<file path="src/mbpt_pkg.sv">
// Constants shared by the match based pwm timer and its prescaler.
// Assumes a single clock domain and plain control ports, no register bus.
package mbpt_pkg;
    localparam int          TIMER_W     = 32;
    localparam int          NUM_MATCH   = 7;
    localparam int          NUM_PWM     = 6;
    localparam int          ACT_W       = 3;
    localparam int          ACT_IRQ     = 0;
    localparam int          ACT_RST     = 1;
    localparam int          ACT_STOP    = 2;
    localparam logic [31:0] COUNT_RESET = 32'h0000_0000;
    localparam logic [31:0] COUNT_STEP  = 32'h0000_0001;
endpackage : mbpt_pkg

</file>
<file path="src/mbpt_tick_if.sv">
// Carrier between the timer core and its prescaler.
// Assumes both ends share the one system clock.
`timescale 1ns/10ps
interface mbpt_tick_if #(
    parameter int W = mbpt_pkg::TIMER_W
);
    logic         enable;
    logic         clear;
    logic [W-1:0] limit;
    logic         tick;
    logic [W-1:0] count;

    modport ctrl  (output enable, output clear, output limit, input tick, input count);
    modport presc (input enable, input clear, input limit, output tick, output count);
endinterface : mbpt_tick_if

</file>
<file path="src/mbpt_prescaler.sv">
// Programmable prescaler that paces the timer/counter.
// Assumes enable and clear come from the timer core in the same clock domain.
`timescale 1ns/10ps
module mbpt_prescaler #(
    parameter int W = mbpt_pkg::TIMER_W
) (
    // Clock, reset and enable.
    input  wire logic     sys_clk_in,
    input  wire logic     rst_n_in,
    input  wire logic     clk_en_in,
    // Link to the timer core.
    mbpt_tick_if.presc    tk
);
    import mbpt_pkg::*;

    logic [W-1:0] count_r;
    logic [W-1:0] count_nxt;
    wire          wrap_hit = (count_r == tk.limit);

    // The tick fires once limit plus one cycles have passed, then restarts.
    assign tk.tick  = tk.enable && !tk.clear && wrap_hit;
    assign tk.count = count_r;

    assign count_nxt = tk.clear  ? W'(COUNT_RESET) :
                       !tk.enable ? count_r :
                       wrap_hit  ? W'(COUNT_RESET) :
                                   W'(count_r + W'(COUNT_STEP));

    always_ff @(posedge sys_clk_in or negedge rst_n_in)
    begin
        if (!rst_n_in)
            count_r <= W'(COUNT_RESET);
        else if (clk_en_in)
            count_r <= count_nxt;
    end

    AST_TICK_RESTART: assert property (@(posedge sys_clk_in) disable iff (!rst_n_in)
        tk.tick && clk_en_in |=> count_r == W'(COUNT_RESET))
        else $error("prescaler did not restart after tick");

    AST_TICK_AT_LIMIT: assert property (@(posedge sys_clk_in) disable iff (!rst_n_in)
        tk.tick |-> count_r == tk.limit && tk.enable)
        else $error("tick without reaching the prescale limit");
endmodule : mbpt_prescaler

</file>
<file path="src/mbpt_top.sv">
// Match based pwm timer: 32-bit timer/counter, prescaler, seven match
// registers with staged updates and six pwm outputs.
// Assumes all control inputs are synchronous to sys_clk_in.
// Contract
// - Cycle-rate match resets the count to zero, setting the pwm period.
// - Single-edge outputs rise at the cycle-rate match that starts each cycle.
// - One extra match per single-edge output sets its fall; period is shared.
// - A single-edge output programmed constant low never rises.
// - Double-edge outputs rise and fall on two matches; order sets polarity.
// - Each double-edge output uses two matches; edges go anywhere in cycle.
// - Seven matches give six single, three double, or mixed outputs.
// - Each match may continue, stop or reset the timer, optionally signalling.
// - In pwm mode, new match values apply only at cycle start, after software releases them.
// - Period and width are any count; all outputs share one repetition rate.
// - Without pwm mode the block is a plain match timer, outputs low.
// - A 32-bit prescaler feeds a 32-bit timer/counter from the clock.
`timescale 1ns/10ps
module mbpt_top #(
    parameter int TW = mbpt_pkg::TIMER_W
) (
    // Clock, reset and enable.
    input  wire logic                                        sys_clk_in,
    input  wire logic                                        rst_n_in,
    input  wire logic                                        clk_en_in,
    // Timer control.
    input  wire logic                                        timer_en_in,
    input  wire logic                                        counter_reset_in,
    input  wire logic                                        pwm_mode_in,
    input  wire logic [TW-1:0]                               prescale_in,
    // Match setup.
    input  wire logic [mbpt_pkg::NUM_MATCH*TW-1:0]           match_value_in,
    input  wire logic [mbpt_pkg::NUM_MATCH*mbpt_pkg::ACT_W-1:0] match_action_in,
    input  wire logic [mbpt_pkg::NUM_MATCH-1:0]              release_in,
    // Output setup.
    input  wire logic [mbpt_pkg::NUM_PWM:1]                  pwm_enable_in,
    input  wire logic [mbpt_pkg::NUM_PWM:2]                  double_edge_in,
    // Pins and status.
    output logic      [mbpt_pkg::NUM_PWM:1]                  pwm_out,
    output logic      [mbpt_pkg::NUM_MATCH-1:0]              match_irq_out,
    output logic      [TW-1:0]                               timer_count_out,
    output logic      [TW-1:0]                               prescale_count_out,
    output logic      [mbpt_pkg::NUM_MATCH-1:0]              release_pending_out,
    output logic                                             timer_stopped_out
);
    import mbpt_pkg::*;

    function automatic logic act_bit(
        input logic [NUM_MATCH*ACT_W-1:0] acts,
        input int                         idx,
        input int                         pos
    );
        act_bit = acts[idx*ACT_W+pos];
    endfunction : act_bit

    mbpt_tick_if #(.W(TW)) tk ();

    mbpt_prescaler #(.W(TW)) u_presc (
        .sys_clk_in (sys_clk_in),
        .rst_n_in   (rst_n_in),
        .clk_en_in  (clk_en_in),
        .tk         (tk)
    );

    logic [TW-1:0]        tc_r;
    logic [TW-1:0]        tc_nxt;
    logic                 stopped_r;
    logic                 stopped_nxt;
    logic [TW-1:0]        active_r [NUM_MATCH];
    logic [TW-1:0]        staged_r [NUM_MATCH];
    logic [NUM_MATCH-1:0] pending_r;
    logic [NUM_MATCH-1:0] pending_nxt;
    logic [NUM_MATCH-1:0] irq_r;
    logic [NUM_PWM:1]     pwm_r;
    logic [NUM_PWM:1]     pwm_nxt;
    logic [NUM_MATCH-1:0] hit;
    logic [NUM_MATCH-1:0] evt;
    logic [NUM_MATCH-1:0] rst_act;
    logic [NUM_MATCH-1:0] stop_act;
    logic [NUM_MATCH-1:0] irq_act;

    wire run       = timer_en_in && !stopped_r;
    wire tick      = tk.tick;
    wire any_reset = |(evt & rst_act);
    wire cycle_evt = evt[0] && rst_act[0];
    wire apply_now = pwm_mode_in ? cycle_evt : 1'b1;

    assign tk.enable = run;
    assign tk.clear  = counter_reset_in;
    assign tk.limit  = prescale_in;

    genvar gi;
    generate
        for (gi = 0; gi < NUM_MATCH; gi++)
        begin : g_match
            // Match zero always resets in pwm mode so the period is fixed by it.
            assign rst_act[gi]  = act_bit(match_action_in, gi, ACT_RST) ||
                                  (gi == 0 && pwm_mode_in);
            assign stop_act[gi] = act_bit(match_action_in, gi, ACT_STOP);
            assign irq_act[gi]  = act_bit(match_action_in, gi, ACT_IRQ);
            assign hit[gi]      = (tc_r == active_r[gi]);
            assign evt[gi]      = tick && hit[gi];
            // A release in the same cycle as an apply keeps the pending flag set.
            assign pending_nxt[gi] = release_in[gi] ||
                                     (pending_r[gi] && !apply_now);

            always_ff @(posedge sys_clk_in or negedge rst_n_in)
            begin
                if (!rst_n_in)
                begin
                    active_r[gi] <= TW'(COUNT_RESET);
                    staged_r[gi] <= TW'(COUNT_RESET);
                end
                else if (clk_en_in)
                begin
                    if (release_in[gi])
                        staged_r[gi] <= match_value_in[gi*TW +: TW];
                    if (pending_r[gi] && apply_now)
                        active_r[gi] <= staged_r[gi];
                end
            end

            AST_APPLY_AT_CYCLE: assert property (@(posedge sys_clk_in)
                disable iff (!rst_n_in)
                pwm_mode_in && $past(pwm_mode_in) && (active_r[gi] != $past(active_r[gi]))
                |-> $past(cycle_evt) && $past(pending_r[gi]))
                else $error("match value changed outside cycle start");
        end

        for (gi = 1; gi <= NUM_PWM; gi++)
        begin : g_pwm
            logic set_e;
            logic dbl;
            if (gi >= 2)
            begin : g_dbl
                assign dbl = double_edge_in[gi];
            end
            else
            begin : g_sgl
                assign dbl = 1'b0;
            end
            // Double edge rises on the previous match; single edge on match zero.
            assign set_e = dbl ? evt[gi-1] : evt[0];
            // Fall wins over rise, so a single-edge fall equal to the period is constant low.
            assign pwm_nxt[gi] = (!pwm_mode_in || !pwm_enable_in[gi]) ? 1'b0 :
                                 evt[gi] ? 1'b0 :
                                 set_e   ? 1'b1 : pwm_r[gi];

            AST_SINGLE_RISE: assert property (@(posedge sys_clk_in) disable iff (!rst_n_in)
                clk_en_in && pwm_mode_in && pwm_enable_in[gi] && !dbl && evt[0] && !evt[gi]
                |=> pwm_out[gi])
                else $error("single edge output did not rise at cycle start");

            AST_FALL_EDGE: assert property (@(posedge sys_clk_in) disable iff (!rst_n_in)
                clk_en_in && evt[gi] |=> !pwm_out[gi])
                else $error("output did not fall on its match");

            AST_CONST_LOW: assert property (@(posedge sys_clk_in) disable iff (!rst_n_in)
                clk_en_in && !pwm_out[gi] && evt[0] && evt[gi] |=> !pwm_out[gi])
                else $error("constant low output rose");

            if (gi >= 2)
            begin : g_dbl_chk
                AST_DOUBLE_RISE: assert property (@(posedge sys_clk_in)
                    disable iff (!rst_n_in)
                    clk_en_in && pwm_mode_in && pwm_enable_in[gi] && dbl &&
                    evt[gi-1] && !evt[gi] |=> pwm_out[gi])
                    else $error("double edge output did not rise");
            end
        end
    endgenerate

    assign tc_nxt = counter_reset_in ? TW'(COUNT_RESET) :
                    !tick            ? tc_r :
                    any_reset        ? TW'(COUNT_RESET) :
                                       TW'(tc_r + TW'(COUNT_STEP));
    assign stopped_nxt = !counter_reset_in && (stopped_r || |(evt & stop_act));

    always_ff @(posedge sys_clk_in or negedge rst_n_in)
    begin
        if (!rst_n_in)
        begin
            tc_r      <= TW'(COUNT_RESET);
            stopped_r <= 1'b0;
            pending_r <= '0;
            irq_r     <= '0;
            pwm_r     <= '0;
        end
        else if (clk_en_in)
        begin
            tc_r      <= tc_nxt;
            stopped_r <= stopped_nxt;
            pending_r <= pending_nxt;
            irq_r     <= evt & irq_act;
            pwm_r     <= pwm_nxt;
        end
    end

    assign pwm_out             = pwm_r;
    assign match_irq_out       = irq_r;
    assign timer_count_out     = tc_r;
    assign prescale_count_out  = tk.count;
    assign release_pending_out = pending_r;
    assign timer_stopped_out   = stopped_r;

    AST_PERIOD_RESET: assert property (@(posedge sys_clk_in) disable iff (!rst_n_in)
        clk_en_in && pwm_mode_in && evt[0] |=> timer_count_out == TW'(COUNT_RESET))
        else $error("count not reset at cycle rate match");

    AST_COUNT_STEP: assert property (@(posedge sys_clk_in) disable iff (!rst_n_in)
        clk_en_in && tick && !any_reset && !counter_reset_in
        |=> timer_count_out == TW'($past(tc_r) + TW'(COUNT_STEP)))
        else $error("timer did not advance by one on tick");

    AST_STOP_HOLDS: assert property (@(posedge sys_clk_in) disable iff (!rst_n_in)
        clk_en_in && |(evt & stop_act) && !counter_reset_in
        |=> timer_stopped_out ##1 ($past(counter_reset_in) || $stable(timer_count_out)))
        else $error("stop on match did not halt the timer");

    AST_TIMER_MODE_LOW: assert property (@(posedge sys_clk_in) disable iff (!rst_n_in)
        clk_en_in && !pwm_mode_in |=> pwm_out == '0)
        else $error("pwm output driven outside pwm mode");

    AST_IRQ_PULSE: assert property (@(posedge sys_clk_in) disable iff (!rst_n_in)
        clk_en_in && evt[0] && irq_act[0] |=> match_irq_out[0])
        else $error("match interrupt pulse missing");
endmodule : mbpt_top

</file>
<file path="config.mk">
export PLATFORM = sky130hd
export DESIGN_NAME = mbpt_top
export DESIGN_NICKNAME = d
export VERILOG_FILES = /design/src/mbpt_pkg.sv /design/src/mbpt_tick_if.sv /design/src/mbpt_prescaler.sv /design/src/mbpt_top.sv
export SDC_FILE = /design/constraint.sdc
export NUM_CORES = 1
export LEC_CHECK = 0
export BUFFER_PORTS_ARGS = -buffer_cell sky130_fd_sc_hd__buf_2
export CORE_MARGIN = 5
export CORE_UTILIZATION = 45
export DETAILED_ROUTE_END_ITERATION = 7
export PLACE_DENSITY_LB_ADDON = 0.3
export SYNTH_ARGS = -nofsm -noshare
export SYNTH_HDL_FRONTEND = slang
export SYNTH_SLANG_ARGS = --single-unit
</file>
<file path="constraint.sdc">
create_clock -name sys_clk_in -period 6.2 [get_ports sys_clk_in]
set_clock_uncertainty 0.05 [all_clocks]
set_input_delay 0.62 -clock sys_clk_in [delete_from_list [all_inputs] [get_ports sys_clk_in]]
set_output_delay 0.62 -clock sys_clk_in [all_outputs]
set_load 0.02 [all_outputs]
</file>
## Yosys cells after proc, flatten, opt, wreduce, memory -nomap -nowiden

Index checks and enable logic that the tools add are counted.

| storage, ports and cells | value |
|---|---|
| bits in registers | 533 |
| input bits | 301 |
| output and inout port bits | 85 |
| logic and storage cells | 151 |

| cells by class | value |
|---|---|
| add/subtract/negate cells | 2 |
| equality and inequality tests | 8 |
| mux-type cells | 30 |
| bitwise gates (word level) | 3 |
| reduce and logical (&&, ||, !) cells | 83 |

Operator list:

| cell | number |
|---|---|
| $eq 32x32->1 | 8 |
| $mux 32 | 6 |
| $add 32x1->32 const B | 2 |
| $reduce_and 2->1 | 22 |
| $logic_and 1x1->1 | 26 |
| $mux 1 | 24 |
| $and 7x7->7 | 3 |
| $reduce_bool 3->1 | 6 |
| $logic_or 1x1->1 | 15 |
| $reduce_or 7->1 | 2 |
| $logic_not 1->1 | 10 |
| $reduce_bool 2->1 | 2 |

## Depth between registers and ports, before layout

Gate-level depths: netlist of run 1.

| logic depth | value |
|---|---|
| word-level depth | 10 |
| mapped depth | 10 |
| gate-level depth less buffers | 7 |

## Cells and area by module

A second synthesis of run 1 with hierarchy kept.

| second synthesis, totals | value |
|---|---|
| cell total of the unflattened synthesis | 1854 |
| area total of the unflattened synthesis | 24250.8 µm² |

By module, submodules not included:

| module | times used | cells each | area an instance (µm²) | seq. area each (µm²) |
|---|---|---|---|---|
| mbpt_top | 1 | 1637 | 22203.8 | 12537.0 |
| mbpt_prescaler | 1 | 217 | 2047.0 | 800.8 |

## Least setup slack after synthesis of run 1

No wires, ideal clock.

| timing | value |
|---|---|
| path kind | in2reg |
| from | input port prescale_in[29] |
| to | register active_r[100] in the netlist's numbering |
| library setup time | 125 ps |
| arrival time | 2891 ps |
| required time | 6025 ps |
| setup slack | 3134 ps |
| stages on the path | 9 |
| path buffers | 2 |
| cells stage by stage | xor2_1 -> nor4_1 -> nand4_2 -> or3_1 -> buf_2 -> o21ai_4 -> nand3_4 -> buf_6 -> mux2_4 |

| on the way | value |
|---|---|
| cells in the longest elaborated chain, start to end | 7 |

RTL lines:

| item | RTL line | source |
|---|---|---|
| start, declared | mbpt_top.sv:29 | `input wire logic [TW-1:0] prescale_in,` |
| $eq 32x32->1 | mbpt_prescaler.sv:18 | `wire wrap_hit = (count_r == tk.limit);` |
| $logic_and 1x1->1 | mbpt_prescaler.sv:21 | `assign tk.tick = tk.enable && !tk.clear && wrap_hit;` |
| $logic_and 1x1->1 | mbpt_top.sv:101 | `assign evt[gi] = tick && hit[gi];` |
| $logic_and 1x1->1 | mbpt_top.sv:84 | `wire cycle_evt = evt[0] && rst_act[0];` |
| $mux 1 | mbpt_top.sv:85 | `wire apply_now = pwm_mode_in ? cycle_evt : 1'b1;` |
| $logic_and 1x1->1 | mbpt_top.sv:117 | `if (pending_r[gi] && apply_now)` |
| $reduce_and 2->1 (no source line) | n/a |  |
| end signal, assigned by index | mbpt_top.sv:110 | `active_r[gi] <= TW'(COUNT_RESET);` |
| end signal, assigned by index | mbpt_top.sv:118 | `active_r[gi] <= staged_r[gi];` |
| end, declared | mbpt_top.sv:68 | `logic [TW-1:0] active_r [NUM_MATCH];` |

Every way passes these cells.
A chain may end at the register's enable or synchronous reset.

## Final worst setup path of run 1

| timing | value |
|---|---|
| from | register u_presc.count_r[14] (netlist: u_presc.tk.count[14]) |
| to | register tc_r[30] (netlist: timer_count_out[30]) |

| on the way | value |
|---|---|
| cells in the longest elaborated chain, start to end | 8 |

RTL lines:

| item | RTL line | source |
|---|---|---|
| start, declared | mbpt_prescaler.sv:16 | `logic [W-1:0] count_r;` |
| start signal, assigned | mbpt_prescaler.sv:32 | `count_r <= W'(COUNT_RESET);` |
| start signal, assigned | mbpt_prescaler.sv:34 | `count_r <= count_nxt;` |
| $eq 32x32->1 * | mbpt_prescaler.sv:18 |  |
| $logic_and 1x1->1 * | mbpt_prescaler.sv:21 |  |
| $logic_and 1x1->1 | mbpt_top.sv:101 |  |
| $and 7x7->7 | mbpt_top.sv:83 | `wire any_reset = \|(evt & rst_act);` |
| $reduce_or 7->1 | mbpt_top.sv:83 |  |
| $mux 32 | mbpt_top.sv:174 | `any_reset ? TW'(COUNT_RESET) :` |
| $mux 32 | mbpt_top.sv:173 | `!tick ? tc_r :` |
| $mux 32 | mbpt_top.sv:172 | `assign tc_nxt = counter_reset_in ? TW'(COUNT_RESET) :` |
| end signal, assigned | mbpt_top.sv:182 | `tc_r <= TW'(COUNT_RESET);` |
| end signal, assigned | mbpt_top.sv:190 | `tc_r <= tc_nxt;` |
| end, declared | mbpt_top.sv:64 | `logic [TW-1:0] tc_r;` |

Every way passes the cells marked *; elsewhere a longest branch is shown, timed or not. The select of a mux whose other input is x is not followed.

==> impl.org, run 1 <==
** Synthesis
- Summing the areas of all xor and xnor instances in the mapped netlist gives 10.3% of the synthesized area.
- Leading register cell type out of synthesis :: sky130_fd_sc_hd__dfrtp_1
- Area fraction in and, or, nand and nor cells after synthesis :: 6.97%
- The netlist uses 48 different library cells.
- After Yosys synthesis, full adders, half adders and majority gates account for less than 1% of the synthesized area.
- Ys Warns :: 0
- The cell count after synthesis came out at 1852.
- Summing the areas of all compound-gate instances in the mapped netlist gives under 10% of the synthesized area.
- Post-synth EDFFs :: 0
- The synthesized design contains approximately 530 register bits.
- Mux contribution to synthesized area :: 23.3%
- Share of synthesized registers carrying an async set or reset :: 100%
- After synthesis, the largest family of logic cells by area is multiplexers.
- After synthesis the cells add up to 0.0250 mm2.
- Summing the sequential cell areas from Yosys gives 53.3% of the chip area.
- Counting every net in the synthesized netlist gives approximately 2200.
- Per-instance average area after synthesis :: 13.5 um2

** Clocking
- The clock net in this run drives a total of around 530 sinks.
- The H-tree was split into 2 levels.
- At the later pin of the worst-skew pair, clock insertion delay measures ~620 ps.
- Post-cts hold buffer count :: 0
- TritonCTS clock tree :: built
- Clock root buffer master :: sky130_fd_sc_hd__clkbuf_16
- Post_cts resized :: 0
- Post-CTS setup buffers :: 0
- Number of buffers on the longest clock path :: 3
- TritonCTS Buffers :: 56
- Clk pin slew, worst setup/hold paths :: 60 ps

** Status
- The flow ran to the end, and the final reports show no timing, DRC or antenna violations.

** STA
- Final critical-path required period :: around 4300 ps
- TNS Setup :: 0 ps
- Count of pins over their slew limit :: 0
- Slew HR :: 23.8%
- Setup violations remaining at the end of the flow were counted as 0.
- The number of hold violations in the final report is 0.
- At the pin with the least slew margin, the transition time is 1130 ps.
- For this run, the top clock speed supported by timing is between 200 and 250 MHz.
- Period Utilization, post-route :: roughly 70%
- Setup repair after global routing left no endpoint under its margin.

** Worst setup path
- Ordered cell list for the critical path :: xor2_1 > nor4_1 > nand4_1 > nor3_1 > a21oi_1 > nand3_1 > a31oi_1
- Counting cells, the worst reg-to-reg path comes to 7.
- Startpoint of the worst setup timing path :: u_presc.tk.count[14]
- The worst setup path is of the reg -> reg kind.
- Required time at the worst-slack endpoint :: 6570 ps
- Largest driver fanout on the critical path :: 21
- Reg2reg end :: timer_count_out[30]
- Crit start category :: flip-flop
- Kind of end point of the critical path :: flip-flop
- In this run the worst setup path terminates at timer_count_out[30].
- The largest single stage delay on the critical path is 1040 ps.
- Slowest library cell on the worst path :: sky130_fd_sc_hd__nor3_1
- In this run the critical register-to-register path is launched from u_presc.tk.count[14].
- For flop-to-flop paths, the worst setup slack is 1860 ps.
- Arr. time, crit path :: 4710 ps

** Cells and area
- Relative to the synthesized area, the layout overhead comes to 18.2%.
- Share of the core filled with cells in the final layout :: 53.7%
- Fraction of final layout cells sized beyond drive strength 1 :: 43.0%
- At the end of the flow, the number of nets in the layout was 2530.

** Placement
- I/O Buffers :: 385
- Routability congestion estimate :: 0.883
- Detailed placement HPWL :: 52.7 mm

** Drt
- DRC marker count from the first detailed-route iteration :: approximately 1300
- Via count :: around 16000
- Total detailed-routing wirelength :: 75.3 mm
- The detail route stage leaves a number of antenna-violating nets equal to 0.
- Dividing the detail-routed via count by the number of cells gives 5.46.
- Remaining routing DRC violations :: 0
- The first detailed-routing pass took 5 iterations.
- Detailed-route wire length per cell :: around 25 um

** GRT
- Global routing used 24.4% of the available tracks.
- Number of global-route vias before repair :: around 17000
- Number of antenna violations at the first check in global routing :: 12
- Entering global routing, the biggest net connects approximately 150 pins.
- Global-route wire length before repair :: 111 mm
- Leftover overflow at the end of global routing :: 0

** Power and ir drop
- Worst supply voltage drop on vdd :: 220 uV
- After layout, the design draws a total of 10.3 mW.
- Leak pwr :: 13.8 nW
- Dividing total power by cell area gives a power density of ~350 mW/mm2.

** Floorplan
- The floorplan has 86 rows.
- Pin placement for this block handled 386 I/O pins.
- Vert. Die Dim :: about 250 um
- Initial core utilization :: 45.4%
- The floorplan step set the die width to 246 um.
- Die Footprint :: 0.0604 mm2
- The region available for standard cell placement spans about 0.055 mm2.

** Hold path
- Hold Path Class :: in -> async

** Job
- Max-cap violations :: 0
cells by family (layout without fill, tap and decap cells):
logic type	Yosys count	after routing
flip-flops	533	533
AO/OA/AOI/OAI	128	128
adder cells (fa/ha/maj)	2	2
other	0	3
XOR/XNOR	294	294
buffers and inverters	139	557
AND/OR/NAND/NOR	308	308
multiplexers	448	448
state kept, by name, summed over array words and instances (netlist names):
signal	count
active_r	224
match_irq_out	7
pwm_out	6
release_pending_out	7
staged_r	224
timer_count_out	32
timer_stopped_out	1
u_presc.tk.count	32
cells in the final DEF, fill, tap and decap left out, drive strengths merged, types with 33 or more instances in the layout:
master  netlist  final
nand4        76     76
o21ai        39     39
buf          62    429
clkbuf       50     86
nand2        50     50
dfrtp       533    533
xnor2       179    179
mux2        448    448
nor4         33     33
xor2        115    115
nor2         39     39
nand3        45     45
synthesized netlist by cell type, drive strengths merged (32+ instances only):
| master | instances | area (um2) |
|---|---|---|
| mux2 | 448 | 5830 |
| nand2 | 50 | 188 |
| nor2 | 39 | 146 |
| clkbuf | 50 | 188 |
| buf | 62 | 398 |
| nand3 | 45 | 313 |
| xnor2 | 179 | 1570 |
| dfrtp | 533 | 13300 |
| nand4 | 76 | 482 |
| xor2 | 115 | 1010 |
| o21ai | 39 | 206 |
| a31oi | 32 | 200 |
| nor4 | 33 | 213 |
metal layers:
metal  vias to the layer above  GRT usage (%)  wire, um
li1                       7311              -         -
met1                      8408           33.8     32900
met2                       591           39.3     35100
met3                       153           4.75      5040
met4                        20           7.42      2140
met5                         -              0       116
worst max-delay path: cells and delay by family, from the launching register on:
family / cells / cell delay (ps)
xor gates and xnor gates: 1 / 240
AOI/OAI and AO/OA: 2 / 690
and+or+nand+nor: 4 / 2630
DFF: 1 / 530
where the power goes:
part	switching (mW)	internal, mW	leakage [nW]
Sequential	0.561	4.20	6.43
Clock	1.39	2.05	0.922
Combinational	0.775	1.29	6.47
cell type report:
class                           instances  area [um2]
Inverter                               27         101
Tap cell                              748         936
Antenna cell                            3        7.51
Clock inverter                         15         220
Multi-Input combinational cell       1180       11000
Timing Repair Buffer                  429        2310
Clock buffer                           86        1660
Fill cell                            4702       25500
Sequential cell                       533       13300
how the worst min path moves through the flow:
| stage | startpoint | end | slack (ps) |
|---|---|---|---|
| final | rst_n_in | staged_r[34] | 70 |
| after detailed placement | staged_r[126] | active_r[126] | 440 |
| after global routing | match_value_in[88] | staged_r[152] | 160 |
| after global placement | pwm_out[2] | pwm_out[2] | 430 |
| after CTS | rst_n_in | active_r[114] | 120 |
| after floorplan | rst_n_in | active_r[0] | 270 |
stage by stage:
stage | std cells | area (um2) | setup WS [ps] | hold WS (ps)
2_1_floorplan | 1852 | 25000 | 3130 | 274
3_3_place_gp | 2917 | 27700 | 1790 | 428
3_5_place_dp | 2917 | 27700 | 1690 | 438
4_1_cts | 3018 | 29600 | 1880 | 123
5_1_grt | 3018 | 29600 | 1640 | 161
6_report | 3021 | 29600 | 1860 | 74.2
Note: power is estimated with default switching activity, not from simulation.
==> run 2, diff against run 1 <==
clock period = 4 ns   (was 6.2 ns; I/O delays follow)
==> impl.org, run 2 (synthesized netlist as in run 1, its figures left out) <==
** STA
- Count of final setup violators :: 0 (unchanged)
- The measured slew at the worst slew-check pin came to 1080 ps (was 1130 ps).
- Timing-limited maximum frequency :: 267 MHz (was 230 MHz)
- The portion of the clock cycle consumed by the worst path in the final layout is 93.5% (was 70.1%).
- The final setup TNS is 0 ps (unchanged).
- The worst slew slack as a fraction of its limit is 27.5% (was 23.8%).
- Final critical-path required period :: 3740 ps (was 4340 ps)
- Setup repair after global routing missed its margin: false (unchanged).
- The count of pins over their slew limit is 0 (unchanged).
- The number of hold violations in the final report came to 0 (unchanged).
- The minimum setup slack in the final design came to 258 ps (was 1860 ps).

** GRT
- Number of antenna violations at the first check in global routing :: 8 (was 12)
- Pin count of the biggest net entering global routing :: 101 (was 154)
- Number of global-route vias before repair :: 18600 (was 17200)
- Global-route wire length before repair :: 119 mm (was 111 mm)
- Leftover overflow at the end of global routing :: 0 (unchanged)
- All-Layer GR Usage :: 26.1% (was 24.4%)

** Worst setup path
- The required arrival time at the worst endpoint is 4400 ps (was 6570 ps).
- The category of the worst setup path capture point is a flip-flop (unchanged).
- Ordered cell list for the critical path: buf_4 > xnor2_1 > nand4_1 > nor4_1 > nand2_1 > o2111a_1 > a21oi_1 > o21ai_0 (was xor2_1 > nor4_1 > nand4_1 > nor3_1 > a21oi_1 > nand3_1 > a31oi_1).
- The critical path class is reg -> reg (unchanged).
- CP max stage delay :: 740 ps (was 1040 ps)
- Crit start category :: flip-flop (unchanged)
- Largest driver fanout on the critical path :: 11 (was 21)
- Arr. time, crit path :: 4140 ps (was 4710 ps)
- Register-to-register path setup slack :: 260 ps (was 1860 ps)
- Slowest library cell on the worst path :: sky130_fd_sc_hd__dfrtp_1 (was sky130_fd_sc_hd__nor3_1)

** Placement
- Routability congestion estimate :: 0.877 (was 0.883)
- Detailed placement HPWL :: 55.8 mm (was 52.7 mm)
- The worst slack at placement was 231 ps (was 1690 ps).
- I/O Buffers :: 385 (unchanged)

** Drt
- DRC marker count from the first detailed-route iteration :: 1300 (was 1259)
- Via density per instance :: 5.40 (was 5.46)
- Via count :: 17800 (was 16500)
- The routed length per placed instance is 24.4 um (was 24.9 um).
- Total detailed-routing wirelength :: 80.4 mm (was 75.3 mm)
- Initial DRT Pass Iterations :: 5 (unchanged)
- The post-route DRC violation count is 0 (unchanged).
- Count of antenna-violating nets left after detailed routing :: 0 (unchanged)

** Floorplan
- Chip width :: 246 um (unchanged)
- Number of placement rows :: 86 (unchanged)
- The starting utilization of the core area is 45.4% (unchanged).
- The core area is 0.0551 mm2 (unchanged).
- Vert. Die Dim :: 246 um (unchanged)
- Die Footprint :: 0.0604 mm2 (unchanged)
- I/O pin total :: 386 (unchanged)

** Cells and area
- Most common cell after layout, fill and taps aside :: sky130_fd_sc_hd__dfrtp_1 (unchanged)
- Most frequent cells in the layout :: 533 x sky130_fd_sc_hd__dfrtp_1, 383 x sky130_fd_sc_hd__buf_2, 239 x sky130_fd_sc_hd__dlygate4sd3_1 (was 533 x sky130_fd_sc_hd__dfrtp_1, 383 x sky130_fd_sc_hd__buf_2, 238 x sky130_fd_sc_hd__mux2_2)
- Area Overhead vs Synth :: 29.1% (was 18.2%)
- # nets final :: 2803 (was 2530)
- Fraction of final layout cells sized beyond drive strength 1 :: 39.9% (was 43.0%)
- Largest registers ranked by flip-flop count :: active_r: 224 flops, staged_r: 224 flops (unchanged)

** Job
- Max-cap violations :: 0 (unchanged)

** Status
- Run status :: completed (unchanged)

** Clocking
- The clock transition at the registers of the reported paths came to 60 ps (about the same).
- Clock root buffer master :: sky130_fd_sc_hd__clkbuf_16 (unchanged)
- The maximum level of the CTS H-tree was 2 (unchanged).
- Number of buffers on the longest clock path :: 3 (unchanged)
- The TritonCTS buffer count came to 56 (unchanged).
- The number of setup buffers added after CTS is 0 (unchanged).
- The total number of clock tree sinks came to 533 (unchanged).
- The TritonCTS clock tree is built (unchanged).
- The source-to-sink clock delay at the later pin of the worst-skew pair came to 630 ps (was 620 ps).

** Power and ir drop
- The maximum resistive drop on vdd was 374 uV (was 220 uV).
- Power density over the cells :: 505 mW/mm2 (was 347 mW/mm2)
- The reported leakage power came to 15.0 nW (was 13.8 nW).

** Hold path
- Hold Path Class :: in -> reg (was in -> async)
run 2: critical path, delay by kind of cell (launching register included):
kind	cells	cell delay [ps]
XOR/XNOR	1	140
buffers and inverters	1	310
AND/OR/NAND/NOR	3	900
flip-flops	1	740
AO/OA/AOI/OAI	3	1430
run 2: worst paths after layout:
| path | from | end | cells past startpoint |
|---|---|---|---|
| max | timer_count_out[29] | timer_count_out[10] | 8 |
| min | match_value_in[0] | staged_r[192] | 2 |
| max reg2reg | timer_count_out[29] | timer_count_out[10] | 8 |
| min reg2reg | staged_r[81] | active_r[81] | 1 |
| max in group asynchronous | rst_n_in | staged_r[12] | 3 |
| min in group asynchronous | rst_n_in | active_r[97] | 2 |
run 2: timing repair:
action,in CTS,in global routing
endpoints found under the hold margin,324,0
resized for setup,0,0
hold buffers,239,0
run 2: area by class of cell:
class | instances | area [um2]
fill | 4450 | 22800
sequential | 533 | 13300
multi-input combinational | 1180 | 11000
timing repair buffer | 702 | 4980
clock buffer | 78 | 1590
tap | 748 | 936
clock inverter | 24 | 347
inverter | 27 | 101
antenna | 3 | 7.51
run 2: report_power, final:
group	internal (mW)	switching [mW]	total, mW
registers	6.51	0.922	7.43
clock network	3.24	2.25	5.49
logic	2.17	1.21	3.38
total	11.9	4.38	16.3
run 2: metrics by stage:
stage               cells  hold slack, ps  util [%]  power (mW)  area (um2)
finish               3295            40.1      58.7        16.3       32300
global route         3295            37.9      58.7        17.0       32300
CTS                  3292            16.6      58.7        16.4       32300
detailed placement   2951             439      50.8        10.7       28000
global placement     2951             429      50.8        10.6       28000
floorplan            1852            54.4         -        9.64       25000
run 2: routing by layer:
metal  routed length (um)  track usage (%)  up-vias
met2                38100             42.4      650
met5                   53                0        -
met3                 5260             4.68      157
li1                     -                -     7875
met1                34100             35.4     9101
met4                 2940             9.39        8
